### src/shared/abe_pkg.sv
// constants, opcode patterns and operation codes for the add/and/bit executor
// assumes a 14-bit instruction word and an 8-bit data path
package abe_pkg;
    localparam int DATA_W  = 8;
    localparam int INSTR_W = 14;
    localparam int FADDR_W = 7;
    localparam int FILE_DEPTH = 128;
    localparam int BITSEL_W = 3;

    // byte-oriented and literal patterns, instruction bits 13..8
    localparam logic [5:0] OPC_ADD_IMM = 6'h1c;   // 01 1100
    localparam logic [5:0] OPC_AND_IMM = 6'h1b;   // 01 1011
    localparam logic [5:0] OPC_ADD_FILE = 6'h07;  // 00 0111
    localparam logic [5:0] OPC_AND_FILE = 6'h05;  // 00 0101
    // bit-oriented patterns, instruction bits 13..9
    localparam logic [4:0] OPC_BIT_CLR = 5'h08;   // 01 000
    localparam logic [4:0] OPC_BIT_SET = 5'h09;   // 01 001
    localparam logic [4:0] OPC_BIT_TSTZ = 5'h0a;  // 01 010

    // field positions
    localparam int POS_DEST = 7;
    localparam int POS_BITSEL = 6;
    localparam int POS_CARRY = 7;
    localparam int POS_NIBBLE = 3;

    // values after reset
    localparam logic [DATA_W-1:0] ACC_RST = 8'h00;
    localparam logic [DATA_W-1:0] FILE_RST = 8'h00;
    localparam logic              FLAG_RST = 1'b0;

    // destination selector values
    localparam logic DEST_ACC = 1'b0;
    localparam logic DEST_FILE = 1'b1;

    typedef enum logic [1:0] {
        ABE_ALU_ADD,
        ABE_ALU_AND,
        ABE_ALU_BCLR,
        ABE_ALU_BSET
    } abe_alu_op_t;

    typedef enum {
        ABE_ST_RUN,
        ABE_ST_SKIP
    } abe_state_t;
endpackage
### src/shared/abe_alu_if.sv
// operand and result bundle between the executor and its arithmetic unit
// assumes both ends sit in the same clock domain; the unit is combinational
`timescale 1ns/100ps
interface abe_alu_if;
    import abe_pkg::*;
    abe_alu_op_t       op;
    logic [DATA_W-1:0] opa;
    logic [DATA_W-1:0] opb;
    logic [2:0]        bitsel;
    logic [DATA_W-1:0] result;
    logic              carry;
    logic              nibble;
    logic              zero;

    modport exec (output op, opa, opb, bitsel, input result, carry, nibble, zero);
    modport unit (input op, opa, opb, bitsel, output result, carry, nibble, zero);
endinterface

### src/rtl/abe_alu.sv
// combinational arithmetic unit: add, and, single-bit clear and set
// assumes operands arrive from the executor through abe_alu_if
`timescale 1ns/100ps
module abe_alu (
    abe_alu_if.unit alu
);
    import abe_pkg::*;

    logic [DATA_W:0]   sum;
    logic [4:0]        low_sum;
    logic [DATA_W-1:0] onehot;

    // full and low-nibble sums give the two carry flags
    assign sum = {1'b0, alu.opa} + {1'b0, alu.opb};
    assign low_sum = {1'b0, alu.opa[3:0]} + {1'b0, alu.opb[3:0]};
    assign onehot = 8'h01 << alu.bitsel;

    // result selection per operation
    always_comb begin
        alu.result = alu.opa;
        alu.carry = 1'b0;
        alu.nibble = 1'b0;
        unique case (alu.op)
            ABE_ALU_ADD: begin
                alu.result = sum[DATA_W-1:0];
                alu.carry = sum[POS_CARRY+1];
                alu.nibble = low_sum[POS_NIBBLE+1];
            end
            ABE_ALU_AND: begin
                alu.result = alu.opa & alu.opb;
            end
            ABE_ALU_BCLR: begin
                alu.result = alu.opa & ~onehot;
            end
            ABE_ALU_BSET: begin
                alu.result = alu.opa | onehot;
            end
        endcase
        alu.zero = (alu.result == 8'h00);
    end
endmodule

### src/rtl/abe_exec.sv
// executor for add-immediate, add-file, and-immediate, and-file, bit clear,
// bit set and bit test with skip-if-zero, holding the accumulator, the flags
// and a 128-byte register file
// assumes the fetch logic offers one instruction per cycle on i_instr_valid and
// still offers the instruction after a taken test, which is discarded here; other opcodes are ignored
`timescale 1ns/100ps
module abe_exec (
    // clock and reset
    input  wire logic                          i_clk,
    input  wire logic                          i_rstn,
    // instruction stream
    input  wire logic                          i_instr_valid,
    input  wire logic [abe_pkg::INSTR_W-1:0]   i_instr,
    // core state
    output logic      [abe_pkg::DATA_W-1:0]    o_acc,
    output logic                               o_flag_zero,
    output logic                               o_flag_carry,
    output logic                               o_nibble_overflow_flag,
    // program-counter skip and completion
    output logic                               o_skip,
    output logic                               o_done,
    // register file write report
    output logic                               o_file_we,
    output logic      [abe_pkg::FADDR_W-1:0]   o_file_addr,
    output logic      [abe_pkg::DATA_W-1:0]    o_file_wdata
);
    import abe_pkg::*;

    // operand and result bundle to the arithmetic unit
    abe_alu_if alu_bus ();

    logic [DATA_W-1:0]  file_mem [FILE_DEPTH];
    logic [DATA_W-1:0]  acc_reg;
    logic               zero_reg;
    logic               carry_reg;
    logic               nibble_reg;
    logic               skip_reg;
    logic               done_reg;
    logic               we_reg;
    logic [FADDR_W-1:0] waddr_reg;
    logic [DATA_W-1:0]  wdata_reg;
    abe_state_t         state_reg;
    abe_state_t         state_next;

    // decoded fields
    logic               add_imm_to_acc;
    logic               add_acc_file;
    logic               and_imm_to_acc;
    logic               and_acc_file;
    logic               bit_clear_op;
    logic               bit_set_op;
    logic               bit_test_skip_if_zero;
    logic               dest_bit;
    logic [FADDR_W-1:0] faddr;
    logic [2:0]         bitsel;
    logic [DATA_W-1:0]  file_rd;
    logic               live;
    logic               byte_op;
    logic               bit_op;
    logic               skip_hit;

    // a discarded instruction is never executed
    assign live = i_instr_valid && (state_reg == ABE_ST_RUN);

    // opcode decode; words outside these seven patterns change nothing
    // and still pulse the completion flag, so fetch never stalls on them
    assign add_imm_to_acc = live && (i_instr[13:8] == OPC_ADD_IMM);
    assign add_acc_file = live && (i_instr[13:8] == OPC_ADD_FILE);
    assign and_imm_to_acc = live && (i_instr[13:8] == OPC_AND_IMM);
    assign and_acc_file = live && (i_instr[13:8] == OPC_AND_FILE);
    assign bit_clear_op = live && (i_instr[13:9] == OPC_BIT_CLR);
    assign bit_set_op = live && (i_instr[13:9] == OPC_BIT_SET);
    assign bit_test_skip_if_zero = live && (i_instr[13:9] == OPC_BIT_TSTZ);

    // operand fields; bit operations reach only the low 64 addresses
    assign dest_bit = i_instr[POS_DEST];
    assign bitsel = i_instr[POS_BITSEL +: BITSEL_W];
    assign faddr = (bit_clear_op || bit_set_op || bit_test_skip_if_zero)
                 ? {1'b0, i_instr[5:0]} : i_instr[FADDR_W-1:0];
    assign file_rd = file_mem[faddr];
    assign byte_op = add_acc_file || and_acc_file;
    assign bit_op = bit_clear_op || bit_set_op;
    assign skip_hit = bit_test_skip_if_zero && !file_rd[bitsel];

    // operand steering to the arithmetic unit; addition is the default, and
    // bit operations feed the file byte in place of the accumulator
    always_comb begin
        alu_bus.op = ABE_ALU_ADD;
        alu_bus.opa = acc_reg;
        alu_bus.opb = file_rd;
        alu_bus.bitsel = bitsel;
        if (add_imm_to_acc) begin
            alu_bus.opb = i_instr[DATA_W-1:0];
        end else if (and_imm_to_acc) begin
            alu_bus.op = ABE_ALU_AND;
            alu_bus.opb = i_instr[DATA_W-1:0];
        end else if (and_acc_file) begin
            alu_bus.op = ABE_ALU_AND;
        end else if (bit_clear_op) begin
            alu_bus.op = ABE_ALU_BCLR;
            alu_bus.opa = file_rd;
        end else if (bit_set_op) begin
            alu_bus.op = ABE_ALU_BSET;
            alu_bus.opa = file_rd;
        end
    end

    abe_alu u_alu (
        .alu (alu_bus)
    );

    // accumulator update
    always_ff @(posedge i_clk) begin
        if (!i_rstn) begin
            acc_reg <= ACC_RST;
        end else if (add_imm_to_acc || and_imm_to_acc) begin
            acc_reg <= alu_bus.result;
        end else if (byte_op && dest_bit == DEST_ACC) begin
            acc_reg <= alu_bus.result;
        end
    end

    // zero flag: every add and and operation; it follows the result whichever
    // destination the result is routed to
    always_ff @(posedge i_clk) begin
        if (!i_rstn) begin
            zero_reg <= FLAG_RST;
        end else if (add_imm_to_acc || add_acc_file || and_imm_to_acc || and_acc_file) begin
            zero_reg <= alu_bus.zero;
        end
    end

    // carry flags: additions only, bit operations leave all flags alone
    always_ff @(posedge i_clk) begin
        if (!i_rstn) begin
            carry_reg <= FLAG_RST;
            nibble_reg <= FLAG_RST;
        end else if (add_imm_to_acc || add_acc_file) begin
            carry_reg <= alu_bus.carry;
            nibble_reg <= alu_bus.nibble;
        end
    end

    // register file write-back; contents hold no reset value beyond power-up
    // a write lands at the edge, so a read of the same byte one instruction
    // later already sees the new value
    always_ff @(posedge i_clk) begin
        if ((byte_op && dest_bit == DEST_FILE) || bit_op) begin
            file_mem[faddr] <= alu_bus.result;
        end
    end

    // write report for the surrounding core
    always_ff @(posedge i_clk) begin
        if (!i_rstn) begin
            we_reg <= 1'b0;
            waddr_reg <= '0;
            wdata_reg <= FILE_RST;
        end else begin
            we_reg <= (byte_op && dest_bit == DEST_FILE) || bit_op;
            waddr_reg <= faddr;
            wdata_reg <= alu_bus.result;
        end
    end

    // skip sequencer: a taken test turns the next instruction into a no-op
    // the skip state waits through idle cycles, so a fetch stall between the
    // test and its successor cannot let the discarded word run; reset drops it
    always_comb begin
        state_next = state_reg;
        unique case (state_reg)
            ABE_ST_RUN: begin
                if (skip_hit) begin
                    state_next = ABE_ST_SKIP;
                end
            end
            ABE_ST_SKIP: begin
                if (i_instr_valid) begin
                    state_next = ABE_ST_RUN;
                end
            end
        endcase
    end

    always_ff @(posedge i_clk) begin
        if (!i_rstn) begin
            state_reg <= ABE_ST_RUN;
        end else begin
            state_reg <= state_next;
        end
    end

    // skip and completion pulses; a discarded word still reports completion
    // so the fetch side can count every word it offered
    always_ff @(posedge i_clk) begin
        if (!i_rstn) begin
            skip_reg <= 1'b0;
            done_reg <= 1'b0;
        end else begin
            skip_reg <= skip_hit;
            done_reg <= i_instr_valid;
        end
    end

    assign o_acc = acc_reg;
    assign o_flag_zero = zero_reg;
    assign o_flag_carry = carry_reg;
    assign o_nibble_overflow_flag = nibble_reg;
    assign o_skip = skip_reg;
    assign o_done = done_reg;
    assign o_file_we = we_reg;
    assign o_file_addr = waddr_reg;
    assign o_file_wdata = wdata_reg;
endmodule

### config.mk
export PLATFORM = sky130hd
export DESIGN_NAME = abe_exec
export DESIGN_NICKNAME = d
export VERILOG_FILES = /design/src/shared/abe_pkg.sv /design/src/shared/abe_alu_if.sv /design/src/rtl/abe_alu.sv /design/src/rtl/abe_exec.sv
export SDC_FILE = /design/constraint.sdc
export NUM_CORES = 1
export LEC_CHECK = 0
export ABC_CLOCK_PERIOD_IN_PS = 12800
export BUFFER_PORTS_ARGS = -buffer_cell sky130_fd_sc_hd__buf_4
export CAP_MARGIN = 40
export CORE_MARGIN = 8
export CORE_UTILIZATION = 30
export DETAILED_ROUTE_END_ITERATION = 10
export GPL_TIMING_DRIVEN = 0
export PLACE_DENSITY = 0.4
export SLEW_MARGIN = 40
export SYNTH_ARGS = -nofsm -noshare
export SYNTH_HDL_FRONTEND = slang
export SYNTH_SLANG_ARGS = --single-unit
export TNS_END_PERCENT = 50
### constraint.sdc
create_clock -name i_clk -period 12.8 [get_ports i_clk]
set_clock_uncertainty 0.1 [all_clocks]
set_input_delay 1.28 -clock i_clk [delete_from_list [all_inputs] [get_ports i_clk]]
set_output_delay 1.28 -clock i_clk [all_outputs]
set_load 0.02 [all_outputs]
# After elaboration in Yosys (flattened, before gate mapping)
# Memories as Yosys holds them, arrays and structs flattened.
# Index checks and enable logic that the tools add are counted.
dict set report op_classes {
  div 0
  n_reduce_logical 26
  n_shift 1
  n_eq_ne 13
  multipliers 0
  add_sub_neg 2
  n_bitwise 5
  muxes 25
  magnitude_cmp 1
}
# cell count
set op_table {}
lappend op_table {{8-bit 2-to-1 mux} 9}
lappend op_table {{32-bit logical NOT} 2}
lappend op_table {{32-bit 2-to-1 mux} 2}
lappend op_table {{32-bit case mux with 2 select lines} 1}
lappend op_table {{32-bit by 1-bit == test with 1-bit output, second input constant} 1}
lappend op_table {{8-bit case mux with 4 select lines} 1}
lappend op_table {{8-bit bitwise AND} 2}
lappend op_table {{5-bit by 4-bit == test with 1-bit output, second input constant} 3}
lappend op_table {{6-bit by 3-bit == test with 1-bit output, second input constant} 2}
lappend op_table {{6-bit by 5-bit == test with 1-bit output, second input constant} 2}
lappend op_table {{1-bit logical AND} 11}
lappend op_table {{2-bit 2-to-1 mux} 5}
lappend op_table {{8-bit by 8-bit adder with 9-bit output} 1}
lappend op_table {{8-bit logical NOT} 1}
lappend op_table {{1-bit logical OR} 8}
lappend op_table {{8-bit inverter} 1}
lappend op_table {{8-bit bitwise OR} 1}
lappend op_table {{1-bit by 3-bit << shifter with 8-bit output, first input constant} 1}
lappend op_table {{7-bit 2-to-1 mux} 1}
lappend op_table {{4-bit by 4-bit adder with 5-bit output} 1}
lappend op_table {{1-bit 2-to-1 mux} 5}
lappend op_table {{2-bit == test, second input constant} 2}
lappend op_table {{3-bit by 4-bit less-than comparator with 1-bit output, second input constant} 1}
lappend op_table {{2-bit != test, second input constant} 2}
lappend op_table {{7 further kinds} 7}
dict set report totals {
  ramBits 1024
  rom_bits 0
  word_cells 84
  latch_bits 0
  mem_count 1
  output_inout_bits 29
  ff_bits 61
}
# memory words word_bits read_ports rd_ports_with_merged_regs wr line_no
set mem_list {}
lappend mem_list {file_mem 128 8 1 0 1 abe_exec.sv:32} ;# logic [DATA_W-1:0] file_mem [FILE_DEPTH];

# Longest topological paths before layout
# An unclocked memory read counts as a cell.
dict set report depth {
  ltp_word 16
  ltp_mapped 25
}

# Cells and area by module
# Synthesis repeated with hierarchy kept, for this count alone.
dict set report unflattened {
  cells_unflattened 2452
  area_unflattened_um2 42401.9
}
# module cells_per_inst seq_area_each_um2 area_per_inst_um2 instances
set by_module_without_submodules {}
lappend by_module_without_submodules {abe_exec 2340 31350.1 41568.6 1}
lappend by_module_without_submodules {abe_alu 112 0.0 833.3 1}

# Worst setup path before layout
# No wires, ideal clock.
dict set report synth_path {
  path_type {in2reg}
  from {in i_instr[0] (netlist bit)}
  to {mem file_mem[0][4] (data pin)}
  n_path_buf 3
  setup_time_ns 1.258
  arrival_time_ns 9.837
  required_ns 11.442
  path_slack_ns 1.605
  cell_stages 17
  cell_sequence {buf_6 buf_12 buf_6 mux2_4 a221o_1 a221oi_2 a31oi_1 a2111oi_4 and3_1 a21oi_1 ha_1 fa_1 a21o_1 a21oi_1 xnor2_1 nand2b_1 a21boi_0}
}
dict set report synth_between {
  elab_chain_len 9
}
# item line_no
set synth_rtl {}
lappend synth_rtl {{from (decl)} abe_exec.sv:13} ;# input wire logic [abe_pkg::INSTR_W-1:0] i_instr,
lappend synth_rtl {{7-bit 2-to-1 mux} abe_exec.sv:79} ;# ? {1'b0, i_instr[5:0]} : i_instr[FADDR_W-1:0];
lappend synth_rtl {{memory 128 x 8 bit} -}
lappend synth_rtl {{8-bit 2-to-1 mux} abe_exec.sv:102} ;# end else if (bit_set_op) begin
lappend synth_rtl {{8-bit 2-to-1 mux} abe_exec.sv:99} ;# end else if (bit_clear_op) begin
lappend synth_rtl {{8-bit 2-to-1 mux} abe_exec.sv:97} ;# end else if (and_acc_file) begin
lappend synth_rtl {{8-bit 2-to-1 mux} abe_exec.sv:94} ;# end else if (and_imm_to_acc) begin
lappend synth_rtl {{8-bit 2-to-1 mux} abe_exec.sv:92} ;# if (add_imm_to_acc) begin
lappend synth_rtl {{8-bit by 8-bit adder with 9-bit output, or another cell as far along} abe_alu.sv:14} ;# assign sum = {1'b0, alu.opa} + {1'b0, alu.opb};
lappend synth_rtl {{8-bit case mux with 4 select lines *} abe_alu.sv:23} ;# unique case (alu.op)
lappend synth_rtl {{net alu_bus.result[4]} abe_alu_if.sv:10} ;# logic [DATA_W-1:0] result;
lappend synth_rtl {{to (decl)} abe_exec.sv:32}
# The timed path passes the listed nets; every way through them passes the cells marked *.

# Worst setup path in the final report
dict set report layout_path {
  from {in i_instr[1] (netlist bit)}
  to {reg zero_reg (netlist: o_flag_zero)}
}
dict set report layout_between {
  elab_chain_len 10
}
# item line_no
set layout_rtl {}
lappend layout_rtl {{7-bit 2-to-1 mux} abe_exec.sv:79}
lappend layout_rtl {{memory 128 x 8 bit} -}
lappend layout_rtl {{8-bit 2-to-1 mux} abe_exec.sv:102}
lappend layout_rtl {{8-bit 2-to-1 mux} abe_exec.sv:99}
lappend layout_rtl {{8-bit 2-to-1 mux} abe_exec.sv:97}
lappend layout_rtl {{8-bit 2-to-1 mux} abe_exec.sv:94}
lappend layout_rtl {{8-bit 2-to-1 mux} abe_exec.sv:92}
lappend layout_rtl {{8-bit by 8-bit adder with 9-bit output, or another cell as far along} abe_alu.sv:14}
lappend layout_rtl {{8-bit case mux with 4 select lines *} abe_alu.sv:23}
lappend layout_rtl {{net alu_bus.result[7]} abe_alu_if.sv:10}
lappend layout_rtl {{8-bit logical NOT *} abe_alu.sv:39} ;# alu.zero = (alu.result == 8'h00);
lappend layout_rtl {{to (signal assigned)} abe_exec.sv:129} ;# zero_reg <= alu_bus.zero;
lappend layout_rtl {{to (decl)} abe_exec.sv:34} ;# logic zero_reg;
# Marked as above.
# A chain may end at the register's enable or synchronous reset.

==> run metrics <==
run status=completed; Clk Latency, worst-skew pair=0.76 ns; Resized Gates After CTS=0; wire length of the first global-routing pass=260000 um; total count of max-transition violations in the final report=0; Final Hold Viols=0; global placer's final weighted congestion=0.939; root buffer cell=sky130_fd_sc_hd__clkbuf_16; worst-path maximum fanout=31; Hold Buf Count CTS=0; Power Dens Cells=165 nW/um^2; final core utilization=36.0%; TritonCTS Sinks=1054; number of synthesized flops with an enable pin=1024; CP endpoint kind=register; clock network fraction of total power=41.0%; max frequency=0.108 GHz; antenna violations before repair=11; CTS tree=yes; vias per cell=5.81; Total Routing Usage GR=24.8%; die height=394 um; area leader, netlist=sky130_fd_sc_hd__edfxtp_1; final setup violation count=0; net switching power of the design=2.23 mW; vias in the first global route=26786; GR Overflow Total=0; flops & latches, synth=1054; maximum number of pins on one net before global-route repair=83; post-CTS setup buffer count=0; placement row count=138; share of power burned in registers=47.4%; cells taking the most area after synthesis=sky130_fd_sc_hd__edfxtp_1 72%, sky130_fd_sc_hd__mux4_2 5.3%, sky130_fd_sc_hd__mux2i_1 3.7%; per-cell routed wire length=42.1 um; count of port buffers added during placement=41; Final HPWL DP=135000 um; register area share after synthesis=73.3%; post-synthesis cell area=42800 um^2; flip-flop count of the largest register after layout=1024; xor/xnor share of the synthesized area=0.0819%; class of the tightest hold or removal check=register to register; minimum clock period=9.29 ns; post-synthesis compound-gate area fraction=8.21%; Core Region=142000 um^2; CTS H-tree lvls=3; most frequently used cell type in the post-synthesis netlist=sky130_fd_sc_hd__edfxtp_1; primary flip-flop cell chosen by synthesis mapping=sky130_fd_sc_hd__edfxtp_1; startpoint kind of the worst setup timing path=primary input; First-pass DRT Iterations=5; number of top-level pins=46; Biggest register=file_mem; residual antenna-violating net count after detailed routing=0; via count=27608; multiplexer fraction of the synthesized cell area=10.6%; worst slew margin relative to its limit=30.7%; main combinational cell family by area after synthesis=multiplexers; number of design rule violations left after detail routing=0; largest vdd supply drop=0.000109 V; topmost layer with routed signal wires=met5; fraction of power consumed by combinational cells=11.6%; proportion of total power due to net switching=26.4%; number of placed instances with taps included=4523; Met3 Wirelength=16600 um; number of nets produced by synthesis=2566; Gate Count Post-Synth=2537; max-cap violations=0; Clock Path Buffers=3; distinct cell type count of the synthesized netlist=90; adder and majority gate portion of the synthesized area=0.368%; internal power=6.20 mW; number of buffers inserted during clock tree synthesis=116; number of nets in the final layout=2780; met2 WL=87300 um; width of the die=394 um; Finished Layout Cells=4748; routed wire length=200000 um; critical setup path kind=primary input to register; Area growth, synth to finish=19.2%; number of design-rule violations left by the first detailed-router iteration=3555; share of final-layout standard cells stronger than drive strength 1=26.9%; post-synthesis simple-gate area fraction=5.23%; area fraction of the dominant cell type after synthesis=71.9%; Data required, critical path=13.38 ns; die area=155000 um^2; arrival time of data at the critical path endpoint=9.87 ns; slew of the pin with the lowest slew margin=1.04 ns; clock slew at reported path FFs=0.07 ns; Post-synth top cells=1024 x sky130_fd_sc_hd__edfxtp_1, 189 x sky130_fd_sc_hd__nor2_1, 158 x sky130_fd_sc_hd__mux2i_1; Leakage=16.5 nW; starting density of the core=30.2%; metal1 wirelength=83400 um; FFs w/ async S/R, synth=0%; Yosys warning total=0; share of the cycle needed by the critical path after routing=72.6%; Avg Synthesized Cell Area=16.9 um^2; unrepaired setup endpoints after global routing=no
==> layout by cell type (no fill, tap or decap), types with 30 or more instances in the layout <==
cell type / count
sky130_fd_sc_hd__nor2_1: 57
sky130_fd_sc_hd__clkbuf_1: 35
sky130_fd_sc_hd__clkbuf_2: 55
sky130_fd_sc_hd__mux4_2: 100
sky130_fd_sc_hd__nand2_1: 122
sky130_fd_sc_hd__a221oi_1: 67
sky130_fd_sc_hd__dfxtp_1: 30
sky130_fd_sc_hd__clkbuf_16: 121
sky130_fd_sc_hd__a22oi_1: 35
sky130_fd_sc_hd__buf_2: 51
sky130_fd_sc_hd__o21ai_0: 65
sky130_fd_sc_hd__edfxtp_1: 1024
sky130_fd_sc_hd__buf_8: 31
sky130_fd_sc_hd__nor2_2: 131
sky130_fd_sc_hd__mux2_2: 57
sky130_fd_sc_hd__buf_4: 70
sky130_fd_sc_hd__clkinv_2: 34
sky130_fd_sc_hd__a21oi_1: 74
sky130_fd_sc_hd__mux2i_1: 158
==> worst paths after layout <==
check	from	to	slack, ns	cells past startpoint
setup / recovery	i_instr[1]	o_flag_zero	3.51	21
hold / removal	o_flag_carry	o_flag_carry	0.40	2
setup reg to reg	state_reg[0]	file_mem[42][5]	6.08	20
hold reg to reg	o_flag_carry	o_flag_carry	0.40	2
==> worst max-delay path, cell delays in order <==
cell,delay (ns)
sky130_fd_sc_hd__buf_2,0.15
sky130_fd_sc_hd__buf_2,0.45
sky130_fd_sc_hd__buf_2,0.64
sky130_fd_sc_hd__buf_2,0.75
sky130_fd_sc_hd__buf_2,0.68
sky130_fd_sc_hd__clkbuf_2,0.67
sky130_fd_sc_hd__a22oi_1,0.15
sky130_fd_sc_hd__o22ai_1,0.56
sky130_fd_sc_hd__o22ai_1,0.39
sky130_fd_sc_hd__o31ai_1,0.70
sky130_fd_sc_hd__ha_1,0.36
sky130_fd_sc_hd__a21o_1,0.15
sky130_fd_sc_hd__a21oi_1,0.31
sky130_fd_sc_hd__o21bai_1,0.16
sky130_fd_sc_hd__a2111oi_0,0.57
sky130_fd_sc_hd__o21ai_0,0.16
sky130_fd_sc_hd__nor3b_1,0.22
sky130_fd_sc_hd__a211o_4,0.55
sky130_fd_sc_hd__nor2_1,0.16
sky130_fd_sc_hd__or4b_1,0.54
sky130_fd_sc_hd__o31ai_2,0.19
==> power by group through the flow <==
stage / Combinational [mW] / Sequential, mW / Clock, mW
floorplan: 0.359 / 4.12 / 0
global placement: 0.804 / 4.18 / 0
detailed placement: 0.957 / 4.07 / 0
CTS: 0.959 / 3.99 / 3.47
global route: 0.990 / 3.99 / 3.59
finish: 0.976 / 3.99 / 3.45
==> per-stage QoR <==
stage	hold WS (ns)	instance area, um^2	setup TNS [ns]	total power [mW]	setup WS (ns)
6_report	0.402	51000	0	8.42	3.51
2_1_floorplan	0.428	42800	0	4.48	1.61
3_3_place_gp	0.396	45500	-3077.07	4.99	-9.44
5_1_grt	0.448	51000	0	8.58	3.36
4_1_cts	0.409	51000	0	8.43	3.86
3_5_place_dp	0.393	47100	0	5.02	3.05
==> final cells by class <==
type / instances / area, um^2
Sequential cell: 1054 / 31400
Clock inverter: 79 / 724
Tap cell: 1890 / 2360
Inverter: 25 / 116
Multi-Input combinational cell: 1292 / 11000
Clock buffer: 142 / 3150
Antenna cell: 4 / 10.0
Fill cell: 13402 / 90600
Buffer: 166 / 952
Timing Repair Buffer: 96 / 1320
==> metal layers <==
metal / GRT usage (%) / vias up
li1: - / 10710
met1: 33.6 / 14762
met2: 37.5 / 1667
met3: 4.87 / 467
met4: 13.6 / 2
met5: 0 / -
==> cells by family after synthesis <==
logic type / count (synthesis)
flops: 1054
simple gates: 479
compound gates: 477
mux: 320
buf+inv: 191
fa+ha+maj: 12
xor+xnor: 4
No activity file was read; power rests on OpenSTA's default activity.
